$ cat config.mk
export PLATFORM = sky130hd
export DESIGN_NAME = utxrx_enable_ctrl
export DESIGN_NICKNAME = d
export VERILOG_FILES = /design/src/inc/utxrx_pkg.sv /design/src/logic/utxrx_cmd_decode.sv /design/src/logic/utxrx_enable_ctrl.sv
export VERILOG_INCLUDE_DIRS = /design/src /design/src/inc
export SDC_FILE = /design/constraint.sdc
export NUM_CORES = 1
export LEC_CHECK = 0
export BUFFER_PORTS_ARGS = -buffer_cell sky130_fd_sc_hd__buf_2
export CORE_MARGIN = 2
export CORE_UTILIZATION = 54
export CTS_CLUSTER_DIAMETER = 120
export CTS_CLUSTER_SIZE = 28
export DETAILED_ROUTE_END_ITERATION = 8
export PLACE_DENSITY = 0.79
export SLEW_MARGIN = 20
export SYNTH_ARGS = -nofsm -noshare
export SYNTH_HDL_FRONTEND = slang
export SYNTH_HIERARCHICAL = 1
export SYNTH_SLANG_ARGS = --single-unit
export TNS_END_PERCENT = 20
$ cat constraint.sdc
create_clock -name clk -period 1.8 [get_ports clk]
set_clock_uncertainty 0.1 [all_clocks]
set_input_delay 0.36 -clock clk [delete_from_list [all_inputs] [get_ports clk]]
set_output_delay 0.36 -clock clk [all_outputs]
set_load 0.02 [all_outputs]
$ cat src/inc/utxrx_consts.svh
// constants for the transmitter/receiver enable command block
`ifndef UTXRX_CONSTS_SVH
`define UTXRX_CONSTS_SVH
`define UTXRX_ADDR_W       4
`define UTXRX_OFS_CMD      4'h0
`define UTXRX_OFS_STATUS   4'h1
`define UTXRX_OFS_CONFIG   4'h2
`define UTXRX_OFS_IRQ_STAT 4'h3
`define UTXRX_OFS_IRQ_MASK 4'h4
`define UTXRX_TC_LSB       2
`define UTXRX_RC_LSB       0
`define UTXRX_CODE_NONE    2'h0
`define UTXRX_CODE_ENABLE  2'h1
`define UTXRX_CODE_DISABLE 2'h2
`define UTXRX_PM_MULTIDROP 2'h3
`define UTXRX_CFG_RESET    8'h00
`define UTXRX_EV_W         4
`endif

$ cat src/inc/utxrx_pkg.sv
// types for the transmitter/receiver enable command block
package utxrx_pkg;
   typedef enum logic [2:0] {
      UTXRX_TX_OFF   = 3'h1,
      UTXRX_TX_ON    = 3'h2,
      UTXRX_TX_DRAIN = 3'h4
   } utxrx_tx_state_t;
   typedef enum logic [2:0] {
      UTXRX_RX_OFF    = 3'h1,
      UTXRX_RX_SEARCH = 3'h2,
      UTXRX_RX_FINISH = 3'h4
   } utxrx_rx_state_t;
endpackage : utxrx_pkg

$ cat src/logic/utxrx_cmd_decode.sv
// command field decoder: at most one strobe per field per write
`timescale 1ns/10ps
`default_nettype none
`include "utxrx_consts.svh"
module utxrx_cmd_decode (
   input  wire logic       cmd_wr,
   input  wire logic [7:0] cmd_data,
   output logic            tx_enable_cmd,
   output logic            tx_disable_cmd,
   output logic            rx_enable_cmd,
   output logic            rx_disable_cmd
);
   logic [1:0] tx_command_field;
   logic [1:0] rx_command_field;
   // field split; code 00 and reserved 11 produce no strobe
   always_comb begin
      tx_command_field = cmd_data[`UTXRX_TC_LSB +: 2];
      rx_command_field = cmd_data[`UTXRX_RC_LSB +: 2];
      tx_enable_cmd    = cmd_wr && (tx_command_field == `UTXRX_CODE_ENABLE);
      tx_disable_cmd   = cmd_wr && (tx_command_field == `UTXRX_CODE_DISABLE);
      rx_enable_cmd    = cmd_wr && (rx_command_field == `UTXRX_CODE_ENABLE);
      rx_disable_cmd   = cmd_wr && (rx_command_field == `UTXRX_CODE_DISABLE);
   end
endmodule : utxrx_cmd_decode
`default_nettype wire

$ cat src/logic/utxrx_enable_ctrl.sv
// transmitter/receiver enable command control with status and interrupt
//
// Function
// - tx command bits 3-2 pick one command; 00 keeps transmitter state.
// - tx code 01 enables transmitter, sets tx empty and ready; no-op if on.
// - modem mode enable sets no flags; empty set at first frame sync if unwritten.
// - ac97 empty needs fifo empty, enabled, codec ready, sync before samples.
// - tx code 10 stops after current character, clears empty and ready.
// - modem mode disable keeps tx ready unless remote loop-back or echo.
// - rx command bits 1-0 pick one command; 00 keeps receiver state.
// - rx code 01 outside multidrop enables receiver into start bit search.
// - rx code 10 disables at once, drops character, keeps status.
// - local loop-back or multidrop keeps receiver running despite disable.
// - modem mode rx disable lets an arriving character finish first.
// - async mode buffer writes ignored while not ready or disabled.
`timescale 1ns/10ps
`default_nettype none
`include "utxrx_consts.svh"
module utxrx_enable_ctrl (
   input  wire logic                     clk,
   input  wire logic                     reset_n,
   input  wire logic [`UTXRX_ADDR_W-1:0] reg_addr,
   input  wire logic [7:0]               reg_wdata,
   input  wire logic                     reg_wr,
   input  wire logic                     reg_rd,
   output logic      [7:0]               reg_rdata,
   input  wire logic                     shift_busy,
   input  wire logic                     rx_char_active,
   input  wire logic                     tx_fifo_empty,
   input  wire logic                     tx_buf_wr,
   input  wire logic                     tx_shift_load,
   input  wire logic                     frame_sync,
   input  wire logic                     codec_ready,
   output logic                          tx_enabled,
   output logic                          rx_enabled,
   output logic                          rx_search_start,
   output logic                          tx_buf_accept,
   output logic                          irq
);
   ////////////////////////////////////////////////////////////////////////
   // configuration register: mode bits steering command effects
   // bit0 modem, bit1 ac97, bit2 local loop, bit3 remote loop, bit4 echo, 6:5 parity mode
   logic [7:0] config_r;
   logic [7:0] config_nxt;
   logic       modem_mode;
   logic       ac97_mode;
   logic       local_loop;
   logic       remote_or_echo;
   logic       multidrop;
   logic [1:0] parity_mode_field;

   always_comb begin
      modem_mode        = config_r[0];
      ac97_mode         = config_r[1] & config_r[0];
      local_loop        = config_r[2];
      remote_or_echo    = config_r[3] | config_r[4];
      parity_mode_field = config_r[6:5];
      multidrop         = (parity_mode_field == `UTXRX_PM_MULTIDROP);
   end

   ////////////////////////////////////////////////////////////////////////
   // command decode
   logic cmd_wr;
   logic tx_en_cmd;
   logic tx_dis_cmd;
   logic rx_en_cmd;
   logic rx_dis_cmd;

   assign cmd_wr = reg_wr && (reg_addr == `UTXRX_OFS_CMD);

   utxrx_cmd_decode u_dec (
      .cmd_wr         (cmd_wr),
      .cmd_data       (reg_wdata),
      .tx_enable_cmd  (tx_en_cmd),
      .tx_disable_cmd (tx_dis_cmd),
      .rx_enable_cmd  (rx_en_cmd),
      .rx_disable_cmd (rx_dis_cmd)
   );

   ////////////////////////////////////////////////////////////////////////
   // transmitter state and status flags
   utxrx_pkg::utxrx_tx_state_t tx_state_r;
   utxrx_pkg::utxrx_tx_state_t tx_state_nxt;
   logic tx_empty_flag_r;
   logic tx_empty_flag_nxt;
   logic tx_ready_flag_r;
   logic tx_ready_flag_nxt;
   logic wait_sync_r;
   logic wait_sync_nxt;
   logic tx_on;
   logic tx_buf_accept_r;
   logic tx_buf_accept_nxt;

   always_comb begin
      tx_state_nxt      = tx_state_r;
      tx_empty_flag_nxt = tx_empty_flag_r;
      tx_ready_flag_nxt = tx_ready_flag_r;
      wait_sync_nxt     = wait_sync_r;
      tx_on             = (tx_state_r == utxrx_pkg::UTXRX_TX_ON);
      // buffer traffic
      if (tx_buf_accept_r && tx_buf_wr) begin
         tx_ready_flag_nxt = 1'b0;
         tx_empty_flag_nxt = 1'b0;
      end
      if (tx_on && tx_shift_load && !modem_mode)
         tx_ready_flag_nxt = 1'b1;
      if (modem_mode && tx_buf_wr)
         wait_sync_nxt = 1'b0;
      // first frame sync after enable with nothing written
      if (modem_mode && wait_sync_r && frame_sync && tx_fifo_empty
          && (!ac97_mode || codec_ready)) begin
         tx_empty_flag_nxt = 1'b1;
         wait_sync_nxt     = 1'b0;
      end
      case (tx_state_r)
         utxrx_pkg::UTXRX_TX_OFF: begin
            if (tx_en_cmd) begin
               tx_state_nxt = utxrx_pkg::UTXRX_TX_ON;
               if (modem_mode) begin
                  wait_sync_nxt = 1'b1;
               end else begin
                  tx_empty_flag_nxt = 1'b1;
                  tx_ready_flag_nxt = 1'b1;
               end
            end
         end
         utxrx_pkg::UTXRX_TX_ON: begin
            if (tx_dis_cmd) begin
               tx_state_nxt      = shift_busy ? utxrx_pkg::UTXRX_TX_DRAIN : utxrx_pkg::UTXRX_TX_OFF;
               tx_empty_flag_nxt = 1'b0;
               wait_sync_nxt     = 1'b0;
               if (!modem_mode || remote_or_echo)
                  tx_ready_flag_nxt = 1'b0;
            end
         end
         utxrx_pkg::UTXRX_TX_DRAIN: begin
            if (!shift_busy)
               tx_state_nxt = utxrx_pkg::UTXRX_TX_OFF;
         end
         default: tx_state_nxt = utxrx_pkg::UTXRX_TX_OFF;
      endcase
   end

   ////////////////////////////////////////////////////////////////////////
   // receiver state
   utxrx_pkg::utxrx_rx_state_t rx_state_r;
   utxrx_pkg::utxrx_rx_state_t rx_state_nxt;
   logic rx_keep_on;

   always_comb begin
      rx_state_nxt = rx_state_r;
      rx_keep_on   = local_loop || multidrop;
      case (rx_state_r)
         utxrx_pkg::UTXRX_RX_OFF: begin
            if (rx_en_cmd && !multidrop)
               rx_state_nxt = utxrx_pkg::UTXRX_RX_SEARCH;
         end
         utxrx_pkg::UTXRX_RX_SEARCH: begin
            if (rx_dis_cmd && !rx_keep_on) begin
               if (modem_mode && rx_char_active)
                  rx_state_nxt = utxrx_pkg::UTXRX_RX_FINISH;
               else
                  rx_state_nxt = utxrx_pkg::UTXRX_RX_OFF;
            end
         end
         utxrx_pkg::UTXRX_RX_FINISH: begin
            if (!rx_char_active)
               rx_state_nxt = utxrx_pkg::UTXRX_RX_OFF;
         end
         default: rx_state_nxt = utxrx_pkg::UTXRX_RX_OFF;
      endcase
   end

   ////////////////////////////////////////////////////////////////////////
   // buffer acceptance gate

   always_comb begin
      if (modem_mode)
         tx_buf_accept_nxt = 1'b1;
      else
         tx_buf_accept_nxt = (tx_state_nxt == utxrx_pkg::UTXRX_TX_ON) && tx_ready_flag_nxt;
   end

   ////////////////////////////////////////////////////////////////////////
   // interrupt events: tx enabled, tx empty rise, tx ready rise, rx disabled
   logic [`UTXRX_EV_W-1:0] irq_stat_r;
   logic [`UTXRX_EV_W-1:0] irq_stat_nxt;
   logic [`UTXRX_EV_W-1:0] irq_mask_r;
   logic [`UTXRX_EV_W-1:0] irq_mask_nxt;
   logic [`UTXRX_EV_W-1:0] events;
   logic                   irq_nxt;

   always_comb begin
      events[0] = (tx_state_nxt == utxrx_pkg::UTXRX_TX_ON) && (tx_state_r != utxrx_pkg::UTXRX_TX_ON);
      events[1] = tx_empty_flag_nxt && !tx_empty_flag_r;
      events[2] = tx_ready_flag_nxt && !tx_ready_flag_r;
      events[3] = (rx_state_nxt == utxrx_pkg::UTXRX_RX_OFF) && (rx_state_r != utxrx_pkg::UTXRX_RX_OFF);
      irq_stat_nxt = irq_stat_r;
      irq_mask_nxt = irq_mask_r;
      config_nxt   = config_r;
      if (reg_wr && reg_addr == `UTXRX_OFS_IRQ_STAT)
         irq_stat_nxt = irq_stat_r & ~reg_wdata[`UTXRX_EV_W-1:0];
      irq_stat_nxt = irq_stat_nxt | events;                      // set wins over clear
      if (reg_wr && reg_addr == `UTXRX_OFS_IRQ_MASK)
         irq_mask_nxt = reg_wdata[`UTXRX_EV_W-1:0];
      if (reg_wr && reg_addr == `UTXRX_OFS_CONFIG)
         config_nxt = {1'b0, reg_wdata[6:0]};
      irq_nxt = |(irq_stat_nxt & irq_mask_nxt);
   end

   ////////////////////////////////////////////////////////////////////////
   // read data, one cycle after the strobe
   logic [7:0] rdata_nxt;

   always_comb begin
      rdata_nxt = 8'h00;
      if (reg_rd) begin
         case (reg_addr)
            `UTXRX_OFS_STATUS:   rdata_nxt = {3'h0, (rx_state_r != utxrx_pkg::UTXRX_RX_OFF),
                                              (tx_state_r != utxrx_pkg::UTXRX_TX_OFF), wait_sync_r,
                                              tx_empty_flag_r, tx_ready_flag_r};
            `UTXRX_OFS_CONFIG:   rdata_nxt = config_r;
            `UTXRX_OFS_IRQ_STAT: rdata_nxt = {4'h0, irq_stat_r};
            `UTXRX_OFS_IRQ_MASK: rdata_nxt = {4'h0, irq_mask_r};
            default:             rdata_nxt = 8'h00;              // command is write-only
         endcase
      end
   end

   ////////////////////////////////////////////////////////////////////////
   // state registers
   always_ff @(posedge clk or negedge reset_n) begin
      if (!reset_n) begin
         config_r        <= `UTXRX_CFG_RESET;
         tx_state_r      <= utxrx_pkg::UTXRX_TX_OFF;
         rx_state_r      <= utxrx_pkg::UTXRX_RX_OFF;
         tx_empty_flag_r <= 1'b0;
         tx_ready_flag_r <= 1'b0;
         wait_sync_r     <= 1'b0;
         tx_buf_accept_r <= 1'b0;
         irq_stat_r      <= 4'h0;
         irq_mask_r      <= 4'h0;
         irq             <= 1'b0;
         reg_rdata       <= 8'h00;
         tx_enabled      <= 1'b0;
         rx_enabled      <= 1'b0;
         rx_search_start <= 1'b0;
      end else begin
         config_r        <= config_nxt;
         tx_state_r      <= tx_state_nxt;
         rx_state_r      <= rx_state_nxt;
         tx_empty_flag_r <= tx_empty_flag_nxt;
         tx_ready_flag_r <= tx_ready_flag_nxt;
         wait_sync_r     <= wait_sync_nxt;
         tx_buf_accept_r <= tx_buf_accept_nxt;
         irq_stat_r      <= irq_stat_nxt;
         irq_mask_r      <= irq_mask_nxt;
         irq             <= irq_nxt;
         reg_rdata       <= rdata_nxt;
         tx_enabled      <= (tx_state_nxt != utxrx_pkg::UTXRX_TX_OFF);
         rx_enabled      <= (rx_state_nxt != utxrx_pkg::UTXRX_RX_OFF) || rx_keep_on;
         rx_search_start <= (rx_state_r == utxrx_pkg::UTXRX_RX_OFF)
                            && (rx_state_nxt == utxrx_pkg::UTXRX_RX_SEARCH);
      end
   end

   assign tx_buf_accept = tx_buf_accept_r;
endmodule : utxrx_enable_ctrl
`default_nettype wire

==> summary.txt <==
Status
  • Status: finished clean

Layout
  • Fraction of layout cells with a size suffix above 1: 36.4%
  • Final Instance Area: 2250 um^2
  • Final Util: 72.6%
  • Fillers: 245
  • Reg area: 903 um^2
  • P&R area growth vs syn: 26.6%
  • Antenna fix cells: 0
  • Multi-input gate area: 883 um^2
  • Fin nets: 250

Clocking
  • Clock transition at path regs: 0.10 ns
  • Clock sinks: 36
  • Longest Clk Path Bufs: 2
  • Post-CTS Setup Bufs: 0
  • H-tree Lvls: 2
  • CTS Buf Count: 5
  • Root cell of the clock tree: clkbuf_4
  • TritonCTS clock tree: yes
  • Worst skew pair latency: 0.34 ns

Power and ir drop
  • Leak: 1.10 nW
  • Power Dens Cells: 801 nW/um^2
  • Worst vdd ir: 0.542 mV

Die
  • Die Y: 61.4 um
  • Die area: 3770 um^2
  • I/O pin count: 36
  • Chip Width: 61.4 um
  • Starting density of the core: 57.4%
  • Core Box Area: 3100 um^2
  • Site row count: 20

Critical path
  • Reg2reg start: config_r[0]
  • Largest fanout on the critical path: 4
  • RR Endpoint: irq
  • Crit Path Class: input port to flop
  • R2R depth: 5
  • Required time of the critical path: 1.94 ns
  • Worst reg2reg setup slack: 0.15 ns
  • Worst EP arrival: 1.88 ns
  • Crit path capture type: flop
  • CP startpoint kind: input port

Global routing
  • Total GRT Usage: 25.5%
  • Grt ovf: 0
  • First-pass GRT wire length: 6800 um
  • Met3 Resource Use GR: 6.30%
  • Vias in the first global route: 1505
  • Antenna violations before repair: 0
  • Gr busiest metal: met2
  • Grt met2 use: 41.9%
  • Met1 usage: 32.1%
  • Largest net degree at the start of global routing: 20

Routing
  • Vias post-DR: 1505
  • First-pass iteration count of the detailed router: 4
  • DRC: 0
  • Number of routed nets with antenna violations: 0
  • 1st-iter DRT viols: 88
  • Routed WL per cell: 15.4 um
  • Vias per std cell: 5.53
  • Routed WL: 4200 um

Place
  • Buffers added on ports: 33
  • Placed Area: 2170 um^2
  • RePlAce Congestion: 0.886
  • DP HPWL: 3220 um
  • Setup slack after placement: -0.304 ns

Synthesis
  • Syn nets: 194
  • EDFF count, synth: 0
  • Post-synthesis sequential area ratio: 50.7%
  • Yosys reg bits: 36
  • Syn. warnings: 6
  • Synth top area share: 47.8%
  • Largest cells by area after synthesis: dfrtp_1, mux2_2, a21oi_1, nand2b_1, nor2_1
  • Synth async-reset ratio: 100%
  • Synth Flop Type: dfrtp_1
  • Leading area contributor after synthesis: dfrtp_1
  • Synth Cell Area: 1780 um^2
  • Avg Synthesized Cell Area: 10.4 um^2
  • Yosys cell types: 42
  • Mapped Cells: 171

Timing
  • # setup viols final: 0
  • Final WS setup: 0.0611 ns
  • Max Clock Freq: 575 MHz
  • Period utilisation layout: 96.6%
  • Clock period minus worst slack: 1.74 ns
  • Final Hold Viols: 0
  • Pins over their slew limit: 0
  • Setup TNS: 0 ns

Worst hold path
  • Min-Delay Endpoint: config_r[4]
  • Min-Delay Path Class: input port to flop
  • Min-delay src: reg_wdata[4]
  • Hold Crit Depth: 2

Flow run
  • Max-capacitance violation count: 0
==> through the flow <==
| step | power, mW | instances | hold slack [ns] |
|---|---|---|---|
| 2_1_floorplan | 1.22 | 171 | -0.0356 |
| 3_3_place_gp | 1.35 | 263 | 0.214 |
| 3_5_place_dp | 1.37 | 263 | 0.228 |
| 4_1_cts | 1.81 | 272 | 0.140 |
| 5_1_grt | 1.90 | 272 | 0.140 |
| 6_report | 1.81 | 272 | 0.148 |
==> worst max-delay path by stage <==
| stage | start | to |
|---|---|---|
| after floorplan | reg_addr[1] | irq |
| after global placement | reg_addr[0] | irq |
| after detailed placement | reg_addr[3] | irq |
| after CTS | reg_addr[2] | irq |
| after global routing | reg_addr[3] | tx_buf_accept |
| final | reg_addr[3] | tx_buf_accept |
==> sequential cells by signal (all words and copies together), names as in the netlist <==
name and cells:
tx_enabled 1, reg_rdata 7, tx_empty_flag_r 1, tx_state_r 3, rx_enabled 1, wait_sync_r 1
irq_stat_r 4, rx_state_r 3, rx_search_start 1, config_r 7, tx_buf_accept 1, irq_mask_r 4
irq 1, tx_ready_flag_r 1
==> power by group <==
part / leakage [nW] / switching (mW) / internal [mW] / total, mW
logic: 0.605 / 0.185 / 0.181 / 0.366
registers: 0.465 / 0.0842 / 0.913 / 0.997
clock network: 0.0326 / 0.249 / 0.193 / 0.441
==> metal layers <==
metal | routed length, um | vias up
met2 | 2090 | 56
met3 | 209 | 9
met4 | 81 | 0
met1 | 1810 | 717
met5 | 0 | -
li1 | - | 723
==> what timing repair did <==
| item | CTS | global route |
|---|---|---|
| endpoints found under the setup margin | 0 | 2 |
| hold buffers | 1 | 0 |
| endpoints found under the hold margin | 17 | 0 |
| gates resized for setup | 0 | 4 |
==> synthesized netlist by cell type (2+ instances only) <==
| cell | n |
|---|---|
| o21ai_0 | 5 |
| and3b_1 | 5 |
| a22o_1 | 4 |
| nand2b_1 | 10 |
| clkbuf_1 | 2 |
| inv_1 | 4 |
| a21o_1 | 4 |
| and3_1 | 4 |
| dfrtp_1 | 34 |
| nor2_1 | 16 |
| and2_1 | 3 |
| nand2_1 | 12 |
| a21oi_1 | 14 |
| nand3_1 | 3 |
| o2bb2ai_1 | 2 |
| nor2b_1 | 3 |
| mux2i_1 | 4 |
| nand3b_1 | 5 |
| mux2_2 | 11 |
| nand4_1 | 3 |
| dfstp_2 | 2 |
==> cells in the final DEF, fill, tap and decap left out, types with 2 or more instances in the layout <==
cell type | netlist | layout
buf_4 | 1 | 19
and3_1 | 4 | 3
inv_1 | 4 | 4
a21o_1 | 4 | 4
nand2b_1 | 10 | 10
nand2_1 | 12 | 12
dfrtp_1 | 34 | 34
mux2_2 | 11 | 11
nor2_1 | 16 | 15
mux2i_1 | 4 | 4
a22o_1 | 4 | 4
nand4_1 | 3 | 3
nor2b_1 | 3 | 2
nand3_1 | 3 | 2
dfstp_2 | 2 | 2
clkbuf_1 | 2 | 2
buf_2 | 1 | 33
a21oi_1 | 14 | 14
clkbuf_4 | 0 | 5
and2_1 | 3 | 3
nand3b_1 | 5 | 5
o21ai_0 | 5 | 4
and3b_1 | 5 | 5
==> worst max-delay path: stages <==
cell and delay [ns]:
buf_2 0.11, nor2_1 0.16, and3_4 0.24, and3b_1 0.22, or3b_4 0.17, o311ai_4 0.11
a211oi_1 0.23, o21ai_1 0.13, a21o_1 0.16
==> logic make-up after synthesis <==
group	Yosys count	share of synthesized area, %
AND/OR/NAND/NOR	72	23.6
AO/OA/AOI/OAI	37	13.5
flip-flops	36	50.7
multiplexers	15	9.21
buffers and inverters	9	2.25
XOR/XNOR	1	0.492
other	1	0.211
==> cell type report <==
class	instances	area share, %
sequential	36	40.1
clock buffer	8	2.61
tap	44	2.44
inverter	4	0.666
multi-input combinational	126	39.2
timing repair buffer	54	15.0
No activity file was read; power rests on OpenSTA's default activity.
